**config.mk**
```make
export PLATFORM = sky130hd
export DESIGN_NAME = switch_global_control_regs
export DESIGN_NICKNAME = d
export VERILOG_FILES = /design/src/verilog/swctl_pkg.sv /design/src/verilog/switch_global_control_regs.sv
export SDC_FILE = /design/constraint.sdc
export NUM_CORES = 1
export LEC_CHECK = 0
export BUFFER_PORTS_ARGS = -buffer_cell sky130_fd_sc_hd__buf_2
export CELL_PAD_IN_SITES_DETAIL_PLACEMENT = 1
export CELL_PAD_IN_SITES_GLOBAL_PLACEMENT = 1
export CORE_MARGIN = 1.5
export CORE_UTILIZATION = 35
export DETAILED_ROUTE_END_ITERATION = 12
export GPL_ROUTABILITY_DRIVEN = 0
export PLACE_DENSITY = 0.7
export SLEW_MARGIN = 20
export SYNTH_ARGS = -nofsm -noshare
export SYNTH_HDL_FRONTEND = slang
export SYNTH_SLANG_ARGS = --single-unit
```
**constraint.sdc**
```tcl
create_clock -name i_ref_clk -period 3 [get_ports i_ref_clk]
set_input_delay 0.6 -clock i_ref_clk [delete_from_list [all_inputs] [get_ports i_ref_clk]]
set_output_delay 0.6 -clock i_ref_clk [all_outputs]
set_load 0.1 [all_outputs]
```
**src/verilog/swctl_pkg.sv**
```systemverilog
// constants and field layout of the switch global control registers
`default_nettype none
package swctl_pkg;
  localparam int          ADDR_W        = 8;
  localparam int          DATA_W        = 16;
  localparam int          NUM_PORTS     = 2;
  localparam int          NUM_Q         = 4;
  // register offsets
  localparam logic [7:0]  ADDR_ID       = 8'h00;
  localparam logic [7:0]  ADDR_CTL1     = 8'h02;
  localparam logic [7:0]  ADDR_CTL2     = 8'h04;
  // reset values and second control word write mask
  localparam logic        RUN_RST       = 1'b0;
  localparam logic [15:0] CTL1_RST      = 16'h3400;
  localparam logic [15:0] CTL2_RST      = 16'h0000;
  localparam logic [15:0] CTL2_MASK     = 16'hff00;
  // identity word fields
  localparam int          ID_RUN        = 0;
  localparam int          ID_REV_LSB    = 1;
  localparam int          ID_CHIP_LSB   = 4;
  localparam int          ID_FAM_LSB    = 8;
  // first control word fields
  localparam int          B1_PASS_ALL   = 15;
  localparam int          B1_TX_PAUSE   = 13;
  localparam int          B1_RX_PAUSE   = 12;
  localparam int          B1_LEN_CHK    = 11;
  localparam int          B1_AGE_EN     = 10;
  localparam int          B1_FAST_AGE   = 9;
  localparam int          B1_AGGR_BO    = 8;
  localparam int          B1_PASS_FC    = 3;
  localparam int          B1_LC_AGE     = 0;
  // second control word fields
  localparam int          B2_VLAN       = 15;
  localparam int          B2_IGMP       = 14;
  localparam int          B2_MLD        = 13;
  localparam int          B2_MLD_OPT    = 12;
  localparam int          B2_WFQ        = 11;
  localparam int          B2_SNIFF_AND  = 8;
  // frame length check limit
  localparam logic [15:0] LEN_LIMIT     = 16'h05dc;
  // timing
  localparam longint      CLK_HZ        = 25000000;
  localparam longint      AGE_NORMAL_S  = 300;
  localparam longint      AGE_FAST_US   = 800;
  localparam logic [32:0] AGE_NORMAL_CYC = 33'(AGE_NORMAL_S * CLK_HZ);
  localparam logic [32:0] AGE_FAST_CYC   =
    33'((AGE_FAST_US * CLK_HZ) / 64'd1000000);
endpackage
`default_nettype wire

```
**src/verilog/switch_global_control_regs.sv**
```systemverilog
// global control and identity registers with aging, queue and sniff logic
`default_nettype none
module switch_global_control_regs #(
  parameter logic [7:0]  FAMILY_CODE       = 8'h5a, // arbitrary value
  parameter logic [3:0]  CHIP_CODE         = 4'h3,  // arbitrary value
  parameter logic [2:0]  REV_CODE          = 3'h2,  // arbitrary value
  parameter logic [32:0] AGE_NORMAL_CYCLES = swctl_pkg::AGE_NORMAL_CYC,
  parameter logic [32:0] AGE_FAST_CYCLES   = swctl_pkg::AGE_FAST_CYC
) (
  // clock and reset
  input  wire logic                           i_ref_clk,
  input  wire logic                           i_rst_n,
  // register port
  input  wire logic [swctl_pkg::ADDR_W-1:0]   i_addr,
  input  wire logic [swctl_pkg::DATA_W-1:0]   i_wdata,
  input  wire logic                           i_wr,
  input  wire logic                           i_rd,
  output logic      [swctl_pkg::DATA_W-1:0]   o_rdata,
  // port link pins
  input  wire logic [swctl_pkg::NUM_PORTS-1:0] i_link_up,
  // frame length check
  input  wire logic                           i_len_valid,
  input  wire logic [15:0]                    i_len_type,
  input  wire logic [15:0]                    i_frame_len,
  // output queue scheduling
  input  wire logic                           i_tx_slot,
  input  wire logic [swctl_pkg::NUM_Q-1:0]    i_q_ready,
  output logic      [swctl_pkg::NUM_Q-1:0]    o_q_grant,
  output logic                                o_grant_valid,
  // sniffing
  input  wire logic                           i_sniff_on,
  input  wire logic                           i_sniff_chk,
  input  wire logic                           i_src_match,
  input  wire logic                           i_dst_match,
  output logic                                o_mirror,
  // controls to the switch core
  output logic                                o_switch_en,
  output logic                                o_pass_bad,
  output logic                                o_tx_pause_en,
  output logic                                o_rx_pause_en,
  output logic                                o_len_drop,
  output logic                                o_age_tick,
  output logic                                o_flush_all,
  output logic                                o_aggr_backoff,
  output logic                                o_pass_fc,
  output logic                                o_vlan_en,
  output logic                                o_igmp_snoop,
  output logic                                o_mld_snoop,
  output logic                                o_mld_opt
);
  import swctl_pkg::*;

  typedef struct packed {
    logic                 run;
    logic [15:0]          ctl1;
    logic [15:0]          ctl2;
    logic [15:0]          rdata;
    logic [NUM_PORTS-1:0] link_s1;
    logic [NUM_PORTS-1:0] link_s2;
    logic [NUM_PORTS-1:0] link_s3;
    logic [NUM_PORTS-1:0] link;
    logic                 flush;
    logic                 lc_pend;
    logic [32:0]          age_cnt;
    logic                 age_tick;
    logic [15:0]          credit;
    logic [3:0]           grant;
    logic                 gvalid;
    logic                 mirror;
    logic                 pass_bad;
    logic                 len_drop;
  } state_s;

  state_s st;
  state_s next_st;

  // highest set bit as one-hot
  function automatic logic [3:0] top_bit(input logic [3:0] v);
    logic [3:0] r;
    r = 4'h0;
    if (v[3]) begin
      r = 4'h8;
    end else if (v[2]) begin
      r = 4'h4;
    end else if (v[1]) begin
      r = 4'h2;
    end else if (v[0]) begin
      r = 4'h1;
    end
    return r;
  endfunction

  // per-round credits: 8:4:2:1, plus one for the top ready queue unless all are ready; empty queues get none
  function automatic logic [15:0] wfq_weights(input logic [3:0] rdy);
    logic [15:0] w;
    logic [3:0]  h;
    w = 16'h0000;
    h = top_bit(rdy);
    for (int i = 0; i < 4; i++) begin
      w[i*4 +: 4] = rdy[i] ?
        4'((4'h1 << i) + {3'h0, h[i] & ~(&rdy)}) : 4'h0;
    end
    return w;
  endfunction

  logic                 age_on;
  logic [32:0]          reload;
  logic [NUM_PORTS-1:0] settled;
  logic                 drop;
  logic [3:0]           has_cr;
  logic [3:0]           elig;
  logic [15:0]          cr;

  always_comb begin
    next_st = st;
    // one-cycle outputs fall back to idle
    next_st.rdata    = 16'h0000;
    next_st.age_tick = 1'b0;
    next_st.flush    = 1'b0;
    next_st.gvalid   = 1'b0;
    next_st.grant    = 4'h0;
    next_st.mirror   = 1'b0;
    next_st.len_drop = 1'b0;

    // register writes; identity fields have no storage
    if (i_wr) begin
      unique case (i_addr)
        ADDR_ID:   next_st.run  = i_wdata[ID_RUN];
        ADDR_CTL1: next_st.ctl1 = i_wdata;
        ADDR_CTL2: next_st.ctl2 = i_wdata & CTL2_MASK;
        default: ;
      endcase
    end
    // read data stand in the following cycle only
    if (i_rd) begin
      unique case (i_addr)
        ADDR_ID:   next_st.rdata = {FAMILY_CODE, CHIP_CODE, REV_CODE,
                                    st.run};
        ADDR_CTL1: next_st.rdata = st.ctl1;
        ADDR_CTL2: next_st.rdata = st.ctl2;
        default:   next_st.rdata = 16'h0000;
      endcase
    end

    // link pins: a change counts when stages two and three agree
    next_st.link_s1 = i_link_up;
    next_st.link_s2 = st.link_s1;
    next_st.link_s3 = st.link_s2;
    settled = ~(st.link_s2 ^ st.link_s3);
    drop = |(st.link & ~st.link_s3 & settled);
    next_st.link = (st.link & ~settled) | (st.link_s3 & settled);

    // aging timer; a pending link-change cycle forces the fast period
    age_on = st.run & st.ctl1[B1_AGE_EN];
    reload = (st.ctl1[B1_FAST_AGE] | st.lc_pend) ?
             AGE_FAST_CYCLES - 33'h1 : AGE_NORMAL_CYCLES - 33'h1;
    if (!age_on) begin
      next_st.age_cnt = reload;
    end else if (st.age_cnt == 33'h0) begin
      next_st.age_tick = 1'b1;
      next_st.lc_pend  = 1'b0;
      next_st.age_cnt  = st.ctl1[B1_FAST_AGE] ?
        AGE_FAST_CYCLES - 33'h1 : AGE_NORMAL_CYCLES - 33'h1;
    end else begin
      next_st.age_cnt = st.age_cnt - 33'h1;
    end
    // link loss: flush all, and maybe one fast cycle; set beats clear
    if (drop) begin
      next_st.flush = 1'b1;
      if (st.ctl1[B1_LC_AGE]) begin
        next_st.lc_pend = 1'b1;
        next_st.age_cnt = AGE_FAST_CYCLES - 33'h1;
      end
    end

    // queue pick per transmit slot
    cr = st.credit;
    for (int i = 0; i < 4; i++) begin
      has_cr[i] = cr[i*4 +: 4] != 4'h0;
    end
    elig = i_q_ready & has_cr;
    if (i_tx_slot && |i_q_ready) begin
      next_st.gvalid = 1'b1;
      if (!st.ctl2[B2_WFQ]) begin
        next_st.grant = top_bit(i_q_ready);
      end else begin
        // round used up for waiting queues: refill from live weights
        if (elig == 4'h0) begin
          cr   = wfq_weights(i_q_ready);
          elig = i_q_ready;
        end
        next_st.grant = top_bit(elig);
        for (int i = 0; i < 4; i++) begin
          if (next_st.grant[i]) begin
            cr[i*4 +: 4] = cr[i*4 +: 4] - 4'h1;
          end
        end
        next_st.credit = cr;
      end
    end

    // sniff match: both ports or either one
    if (i_sniff_chk) begin
      next_st.mirror = st.ctl2[B2_SNIFF_AND] ?
        (i_src_match & i_dst_match) : (i_src_match | i_dst_match);
    end

    // bad frames only pass while the sniffer is active
    next_st.pass_bad = st.ctl1[B1_PASS_ALL] & i_sniff_on;

    // short length field must equal the real frame length
    if (i_len_valid && st.ctl1[B1_LEN_CHK] && i_len_type < LEN_LIMIT &&
        i_len_type != i_frame_len) begin
      next_st.len_drop = 1'b1;
    end
  end

  always_ff @(posedge i_ref_clk) begin
    if (!i_rst_n) begin
      st         <= '0;
      st.run     <= RUN_RST;
      st.ctl1    <= CTL1_RST;
      st.ctl2    <= CTL2_RST;
      st.age_cnt <= AGE_NORMAL_CYCLES - 33'h1;
    end else begin
      st <= next_st;
    end
  end

  // everything below is a flip-flop or a stored control bit
  assign o_rdata        = st.rdata;
  assign o_switch_en    = st.run;
  assign o_pass_bad     = st.pass_bad;
  assign o_tx_pause_en  = st.ctl1[B1_TX_PAUSE];
  assign o_rx_pause_en  = st.ctl1[B1_RX_PAUSE];
  assign o_len_drop     = st.len_drop;
  assign o_age_tick     = st.age_tick;
  assign o_flush_all    = st.flush;
  assign o_aggr_backoff = st.ctl1[B1_AGGR_BO];
  assign o_pass_fc      = st.ctl1[B1_PASS_FC];
  assign o_vlan_en      = st.ctl2[B2_VLAN];
  assign o_igmp_snoop   = st.ctl2[B2_IGMP];
  assign o_mld_snoop    = st.ctl2[B2_MLD];
  assign o_mld_opt      = st.ctl2[B2_MLD_OPT];
  assign o_q_grant      = st.grant;
  assign o_grant_valid  = st.gvalid;
  assign o_mirror       = st.mirror;

  a_run_reset: assert property (@(posedge i_ref_clk)
    !i_rst_n |=> !o_switch_en && !o_vlan_en && !o_mld_snoop)
    else $error("switch not idle after reset");

  a_run_write: assert property (@(posedge i_ref_clk) disable iff (!i_rst_n)
    i_wr && i_addr == ADDR_ID |=> o_switch_en == $past(i_wdata[0]))
    else $error("run bit not taken from write");

  a_id_fixed: assert property (@(posedge i_ref_clk) disable iff (!i_rst_n)
    i_rd && i_addr == ADDR_ID |=>
      o_rdata[15:1] == {FAMILY_CODE, CHIP_CODE, REV_CODE})
    else $error("identity fields changed");

  a_pass_bad: assert property (@(posedge i_ref_clk) disable iff (!i_rst_n)
    o_pass_bad |-> $past(i_sniff_on) && $past(st.ctl1[B1_PASS_ALL]))
    else $error("bad frames passed outside sniffer mode");

  a_tx_pause: assert property (@(posedge i_ref_clk) disable iff (!i_rst_n)
    i_wr && i_addr == ADDR_CTL1 && !i_wdata[B1_TX_PAUSE] |=>
      !o_tx_pause_en ##1 (!o_tx_pause_en || $past(i_wr)))
    else $error("tx pause still enabled");

  a_rx_pause: assert property (@(posedge i_ref_clk) disable iff (!i_rst_n)
    i_wr && i_addr == ADDR_CTL1 |=>
      o_rx_pause_en == $past(i_wdata[B1_RX_PAUSE]))
    else $error("rx pause enable wrong");

  a_len_drop: assert property (@(posedge i_ref_clk) disable iff (!i_rst_n)
    o_len_drop |-> $past(i_len_type) < LEN_LIMIT &&
      $past(i_len_type) != $past(i_frame_len) && $past(st.ctl1[B1_LEN_CHK]))
    else $error("length drop without cause");

  a_age_stop: assert property (@(posedge i_ref_clk) disable iff (!i_rst_n)
    !age_on && !drop |=> !o_age_tick ##1 !o_age_tick)
    else $error("aging while disabled");

  a_fast_age: assert property (@(posedge i_ref_clk) disable iff (!i_rst_n)
    age_on && st.ctl1[B1_FAST_AGE] && st.age_cnt == 33'h0 |=>
      o_age_tick && st.age_cnt == AGE_FAST_CYCLES - 33'h1)
    else $error("fast age period wrong");

  a_link_age: assert property (@(posedge i_ref_clk) disable iff (!i_rst_n)
    drop && st.ctl1[B1_LC_AGE] |=>
      st.lc_pend && st.age_cnt == AGE_FAST_CYCLES - 33'h1)
    else $error("link loss gave no fast age");

  a_link_flush: assert property (@(posedge i_ref_clk) disable iff (!i_rst_n)
    drop |=> o_flush_all)
    else $error("link loss gave no flush");

  a_strict_pri: assert property (@(posedge i_ref_clk) disable iff (!i_rst_n)
    i_tx_slot && |i_q_ready && !st.ctl2[B2_WFQ] |=>
      o_grant_valid && o_q_grant == top_bit($past(i_q_ready)))
    else $error("strict priority pick wrong");

  a_sniff_mode: assert property (@(posedge i_ref_clk) disable iff (!i_rst_n)
    i_sniff_chk && st.ctl2[B2_SNIFF_AND] && !i_dst_match |=> !o_mirror)
    else $error("mirror without both ports matching");

endmodule // switch_global_control_regs
`default_nettype wire

```
==> flow_metrics.py, run 1 <==
metrics = {
    "synth": {
        "ys.flop_type": "dfxtp_1",
        "yosysTopAreaCell": "dfxtp_1",
        "yosysTopAreaCellShare_pct": 42.73,
        "synthCells": 601,
        "synthTopCellsByArea": "dfxtp_1, xnor2_1, a21oi_1",
        "syn_area_sq_mm": 0.005106,
        "ys_async_sr_fraction_pct": 0,
        "synth_edf_count": 0,
        "ys_warn_count": 0,
        "synth_seq_area_share_pct": 42.73,
        "yosys.cell_types.count": 53,
        "synth_area_per_cell_sq_um": 8.496,
        "ys_ff_latch": 109,
        "synth_nets": 678,
        "synth_most_common_cell": "dfxtp_1",
        "ys_top_cells_by_count": "dfxtp_1, nand2_1, nor2_1",
    },
    "timing": {
        "worst-slew-pin-transition_ns": 0.7612,
        "final.min_clock_period_ns": 2.748,
        "tns_ns": 0,
        "setup_viol": 0,
        "max_freq_ghz": 0.3639,
        "post-route-period-util_pct": 91.59,
        "grt_setup_unrepaired": "no",
        "slew_viol_final": 0,
        "holdWs_ns": 0.4049,
        "slew_headroom_pct": 48.59,
        "skew_ns": 0.007559,
        "hold_viol": 0,
    },
    "clocking": {
        "cts.sinks": 109,
        "cts_buffers": 9,
        "cts_resized": 0,
        "ctsHoldBuffers": 0,
        "cts_buffer_depth": 2,
        "path_clk_slew_ns": 0.07,
        "cts_setup_buffers": 0,
        "htreeDepth": 3,
        "tritoncts": "yes",
        "clk_latency_ns": 0.36,
        "clock-root-buffer": "clkbuf_16",
    },
    "worst_setup_path": {
        "critPathLaunchType": "flip-flop",
        "critPathKind": "reg -> reg",
        "cp_max_fo": 15,
        "cp.required_ns": 3.26,
        "arrival_ns": 3.00,
        "endpoint_kind": "flip-flop",
    },
    "detailed_routing": {
        "ant_nets": 0,
        "drt_iter0_drc": 143,
        "wirelength_mm": 14.20,
        "drt-pass1-iter-count": 4,
        "vias": 4628,
        "viasPerCell": 5.313,
        "drcViolationCount": 0,
        "wl_per_cell_um": 16.30,
    },
    "outcome": {
        "outcome": "finished clean",
    },
    "floorplan": {
        "dieWidth_um": 123.8,
        "die_area_sq_mm": 0.01532,
        "core_sq_mm": 0.01404,
        "die_h_um": 123.8,
        "io-pin-count": 107,
        "fp-row-count": 43,
        "start_util_pct": 36.36,
    },
    "power_and_ir_drop": {
        "p_leak_nw": 2.447,
        "finalPower_w": 0.002998,
        "p_per_area_mw_per_mm2": 495.5,
        "intPower_w": 0.002288,
        "p_sw_w": 0.0007106,
        "p_comb_share_pct": 7.3,
        "p_clk_share_pct": 44.0,
        "seqPwrFrac_pct": 48.7,
        "max-vdd-ir-drop_mv": 0.3130,
        "swShare_pct": 23.70,
    },
    "run": {
        "cap_violations": 0,
    },
    "place": {
        "dp_hpwl_mm": 10.43,
        "port_buffers": 106,
        "placed_area_sq_mm": 0.005719,
    },
    "global_routing": {
        "grt_pass1_wl_mm": 23.65,
        "grt_max_degree": 28,
        "grt.overflow.total": 0,
        "grt_pass1_vias": 4906,
        "antenna_found_initial": 0,
        "grt_use_total_pct": 19.78,
    },
    "cells_and_area": {
        "design_area_sq_mm": 0.006051,
        "drive_gt1_share_pct": 21.42,
        "fillers": 1683,
        "final_util_pct": 43.09,
        "regArea_sq_mm": 0.002182,
        "layout.nets": 763,
        "multi_input_area_sq_mm": 0.002620,
        "area_delta_synth_final_pct": 18.50,
        "antenna_cells": 0,
    },
    "min_path": {
        "hold_path.class": "reg -> reg",
    },
}
state kept, by name, indices dropped and copies added, names as in the netlist, named ones only:
register	flops
o_mirror	1
o_pass_bad	1
o_age_tick	1
o_rdata	16
next_st	4
o_q_grant	4
o_pass_fc	1
o_mld_snoop	1
st	68
o_aggr_backoff	1
o_vlan_en	1
o_rx_pause_en	1
o_grant_valid	1
o_len_drop	1
o_flush_all	1
o_igmp_snoop	1
o_tx_pause_en	1
o_mld_opt	1
o_switch_en	1
critical path, stage by stage, from the launching register on:
cell     delay [ns]
dfxtp_1        0.36
or4_4          0.58
or4b_4         0.63
or4_4          0.60
o21ba_4        0.30
a21o_1         0.17
path summary, 6_finish.rpt:
check              start  endpoint  slack, ns  cells after the start
hold reg to reg   st[25]    st[25]       0.40                      1
hold / removal    st[25]    st[25]       0.40                      1
setup reg to reg  st[35]    st[35]       0.25                      5
setup / recovery  st[35]    st[35]       0.25                      5
power groups by stage:
stage	Clock, W	Sequential, W	Combinational, W
finish	0.00132	0.00146	0.000218
global route	0.00142	0.00146	0.000240
CTS	0.00136	0.00146	0.000219
detailed placement	0	0.00149	0.000218
global placement	0	0.00149	0.000214
floorplan	0	0.00150	0.000116
routing by layer:
layer	GRT usage (%)	wire, um	vias up
met5	0	0	-
met4	5.747	247	0
met1	23.15	6321	2224
li1	-	-	2289
met2	35.95	7081	94
met3	4.441	550	21
through the flow:
stage	cells	setup slack (ns)
5_1_grt	871	0.02235
4_1_cts	871	0.2526
2_1_floorplan	601	0.2357
6_report	871	0.2524
3_3_place_gp	855	0.3320
3_5_place_dp	855	0.1867
final cells by class:
cell class,instances,share of cell area [%]
clock buffer,9,3.722
clock inverter,7,1.758
inverter,13,0.8065
multi-input combinational,432,43.30
sequential,109,36.06
tap,180,3.722
timing repair buffer,121,10.63
cells in the final DEF (no fill, tap or decap), types with 10 or more instances in the layout:
cell	instances
a21oi_1	54
buf_4	15
or3_1	10
nand2_1	64
o21ai_0	13
xnor2_1	37
nor4_1	18
mux2i_1	18
nor2_1	59
and2_1	10
nand3_1	23
inv_1	12
buf_2	106
nor3_1	14
dfxtp_1	109
nand4_1	12
cell families (layout without fill, tap and decap cells):
family          after synthesis  in the layout  share of synthesized area (%)
compound gates              119            119                          15.05
fa+ha+maj                     5              5                          1.225
xor+xnor                     41             41                          7.033
mux                          18             18                          3.528
simple gates                249            249                          24.36
flops                       109            109                          42.73
buf+inv                      60            150                          6.077
Note: power is estimated with default switching activity, not from simulation.
==> inputs of run 2 (changes only) <==
PLACE_DENSITY = default   (was 0.7)
PLACE_DENSITY_LB_ADDON = 0.1   (was default)
clock period = 2.9 ns   (was 3 ns; I/O delays follow)
==> flow_metrics.py, run 2 (synthesis results as in run 1) <==
metrics = {
    "outcome": {
        "outcome": "finished clean",
    },
    "detailed_routing": {
        "ant_nets": 0,
        "viasPerCell": 5.295,
        "vias": 4628,
        "drt_iter0_drc": 224,
        "drcViolationCount": 0,
        "wirelength_mm": 13.90,
        "drt-pass1-iter-count": 4,
        "wl_per_cell_um": 15.91,
    },
    "timing": {
        "worst_slack_ns": 0.1854,
        "hold_viol": 0,
        "max_freq_ghz": 0.3684,
        "final.min_clock_period_ns": 2.715,
        "post-route-period-util_pct": 93.61,
        "setup_viol": 0,
        "worst-slew-pin-transition_ns": 0.6596,
        "tns_ns": 0,
        "slew_headroom_pct": 55.65,
        "skew_ns": 0.008552,
        "slew_viol_final": 0,
        "grt_setup_unrepaired": "no",
    },
    "worst_setup_path": {
        "cpLargestDelayFamily": "simple AND/OR/NAND/NOR gates",
        "r2r-start": "st[35]",
        "critPathKind": "reg -> reg",
        "worstRegToRegCells": 5,
        "path_buf_inv": 0,
        "arrival_ns": 2.98,
        "slowest_delay_ns": 0.62,
        "cp_max_fo": 15,
        "cp-startpoint": "st[35]",
        "critPathLaunchType": "flip-flop",
        "reg2reg_slack_ns": 0.19,
        "critPathSlowestCell": "or4b_4",
        "crit_top_cell": "or4_4",
        "cp.required_ns": 3.16,
        "endpoint_kind": "flip-flop",
        "crit_path_cell_trace": "or4_4, or4b_4, or4_4, o21ba_4, a21o_1",
        "reg2reg_to": "st[35]",
    },
    "global_routing": {
        "grt_max_degree": 27,
        "antenna_found_initial": 0,
        "busiest_layer": "met2",
        "grt.overflow.total": 0,
        "grt_pass1_vias": 4657,
        "grt_pass1_wl_mm": 22.71,
        "grt_use_met2_pct": 33.18,
        "gr-usage-met3_pct": 4.121,
        "met1_usage_pct": 23.55,
        "grt_use_total_pct": 18.99,
    },
    "cells_and_area": {
        "antenna_cells": 0,
        "largest_reg_flops": 68,
        "regMostFlops": "st",
        "area_delta_synth_final_pct": 18.45,
        "design_area_sq_mm": 0.006048,
        "mostFrequentLayoutCells": "dfxtp_1, buf_2, nand2_1",
        "layout.nets": 766,
        "mostFrequentLayoutCell": "dfxtp_1",
        "regArea_sq_mm": 0.002182,
        "multi_input_area_sq_mm": 0.002629,
        "fillers": 1705,
        "drive_gt1_share_pct": 21.76,
    },
    "floorplan": {
        "die_area_sq_mm": 0.01532,
        "dieWidth_um": 123.8,
        "io-pin-count": 107,
        "start_util_pct": 36.36,
        "core_sq_mm": 0.01404,
        "die_h_um": 123.8,
        "fp-row-count": 43,
    },
    "place": {
        "port_buffers": 106,
        "place_ws_ns": 0.1164,
        "placed_area_sq_mm": 0.005742,
        "dp_hpwl_mm": 10.28,
    },
    "clocking": {
        "clock-root-buffer": "clkbuf_16",
        "cts_resized": 0,
        "path_clk_slew_ns": 0.08,
        "tritoncts": "yes",
        "clk_latency_ns": 0.36,
        "cts_buffer_depth": 2,
        "ctsHoldBuffers": 0,
        "cts_buffers": 9,
        "cts.sinks": 109,
        "cts_setup_buffers": 0,
        "htreeDepth": 3,
    },
    "min_path": {
        "holdPathEnd": "st[25]",
        "worstHoldStart": "st[25]",
        "whs_path_depth": 1,
        "hold_path.class": "reg -> reg",
    },
    "power_and_ir_drop": {
        "p_leak_nw": 2.443,
        "p_per_area_mw_per_mm2": 490.8,
        "max-vdd-ir-drop_mv": 0.2559,
    },
    "run": {
        "cap_violations": 0,
    },
}
## run 2: cell types whose count changed in the layout (fill, tap and decap cells not counted)
cell,change
nor4_2,-1
clkinv_4,-3
clkinv_2,+1
clkinv_8,+2
nor4_4,+1
buf_4,+3
clkinvlp_4,+2
bufinv_16,-2
## run 2: worst max-delay path by stage
stage,to,depth (start not counted)
2_1_floorplan,st[18],10
3_5_place_dp,st[14],10
4_1_cts,st[35],5
6_report,st[35],5
5_1_grt,st[14],9
3_3_place_gp,st[35],5
## run 2: final cells by class
| cell class | instances | share of cell area (%) |
|---|---|---|
| multi-input cells | 432 | 43.46 |
| flip-flops and latches | 109 | 36.08 |
| repair buffers | 124 | 11.01 |
| clock buffers | 9 | 3.724 |
| well taps | 180 | 3.724 |
| clock inverters | 7 | 1.200 |
| inverters | 13 | 0.8068 |
## run 2: power by group
| part | internal, W | switching [W] | total, W |
|---|---|---|---|
| Clock | 0.000606 | 0.000622 | 0.00123 |
| Combinational | 0.0000937 | 0.000137 | 0.000230 |
| Sequential | 0.00150 | 0.00000645 | 0.00151 |
| Total | 0.00220 | 0.000765 | 0.00297 |
## run 2: worst register-to-register path, cell delays in order (launching register included)
cell,delay [ns]
dfxtp_1,0.36
or4_4,0.57
or4b_4,0.62
or4_4,0.60
o21ba_4,0.31
a21o_1,0.17
## run 2: routing by layer
metal,vias to the layer above,wire length (um)
li1,2287,-
met1,2217,6447
met2,109,6646
met3,15,650
met4,0,156
met5,-,0
## run 2: per-stage QoR
stage / instances / utilization (%) / hold slack, ns / total power [W]
floorplan: 601 / - / 0.3711 / 0.001677
detailed placement: 858 / 40.89 / 0.3921 / 0.001777
finish: 874 / 43.07 / 0.4077 / 0.002968
CTS: 874 / 43.01 / 0.4092 / 0.003011
global route: 874 / 43.07 / 0.4379 / 0.003092
global placement: 858 / 40.89 / 0.3862 / 0.001770
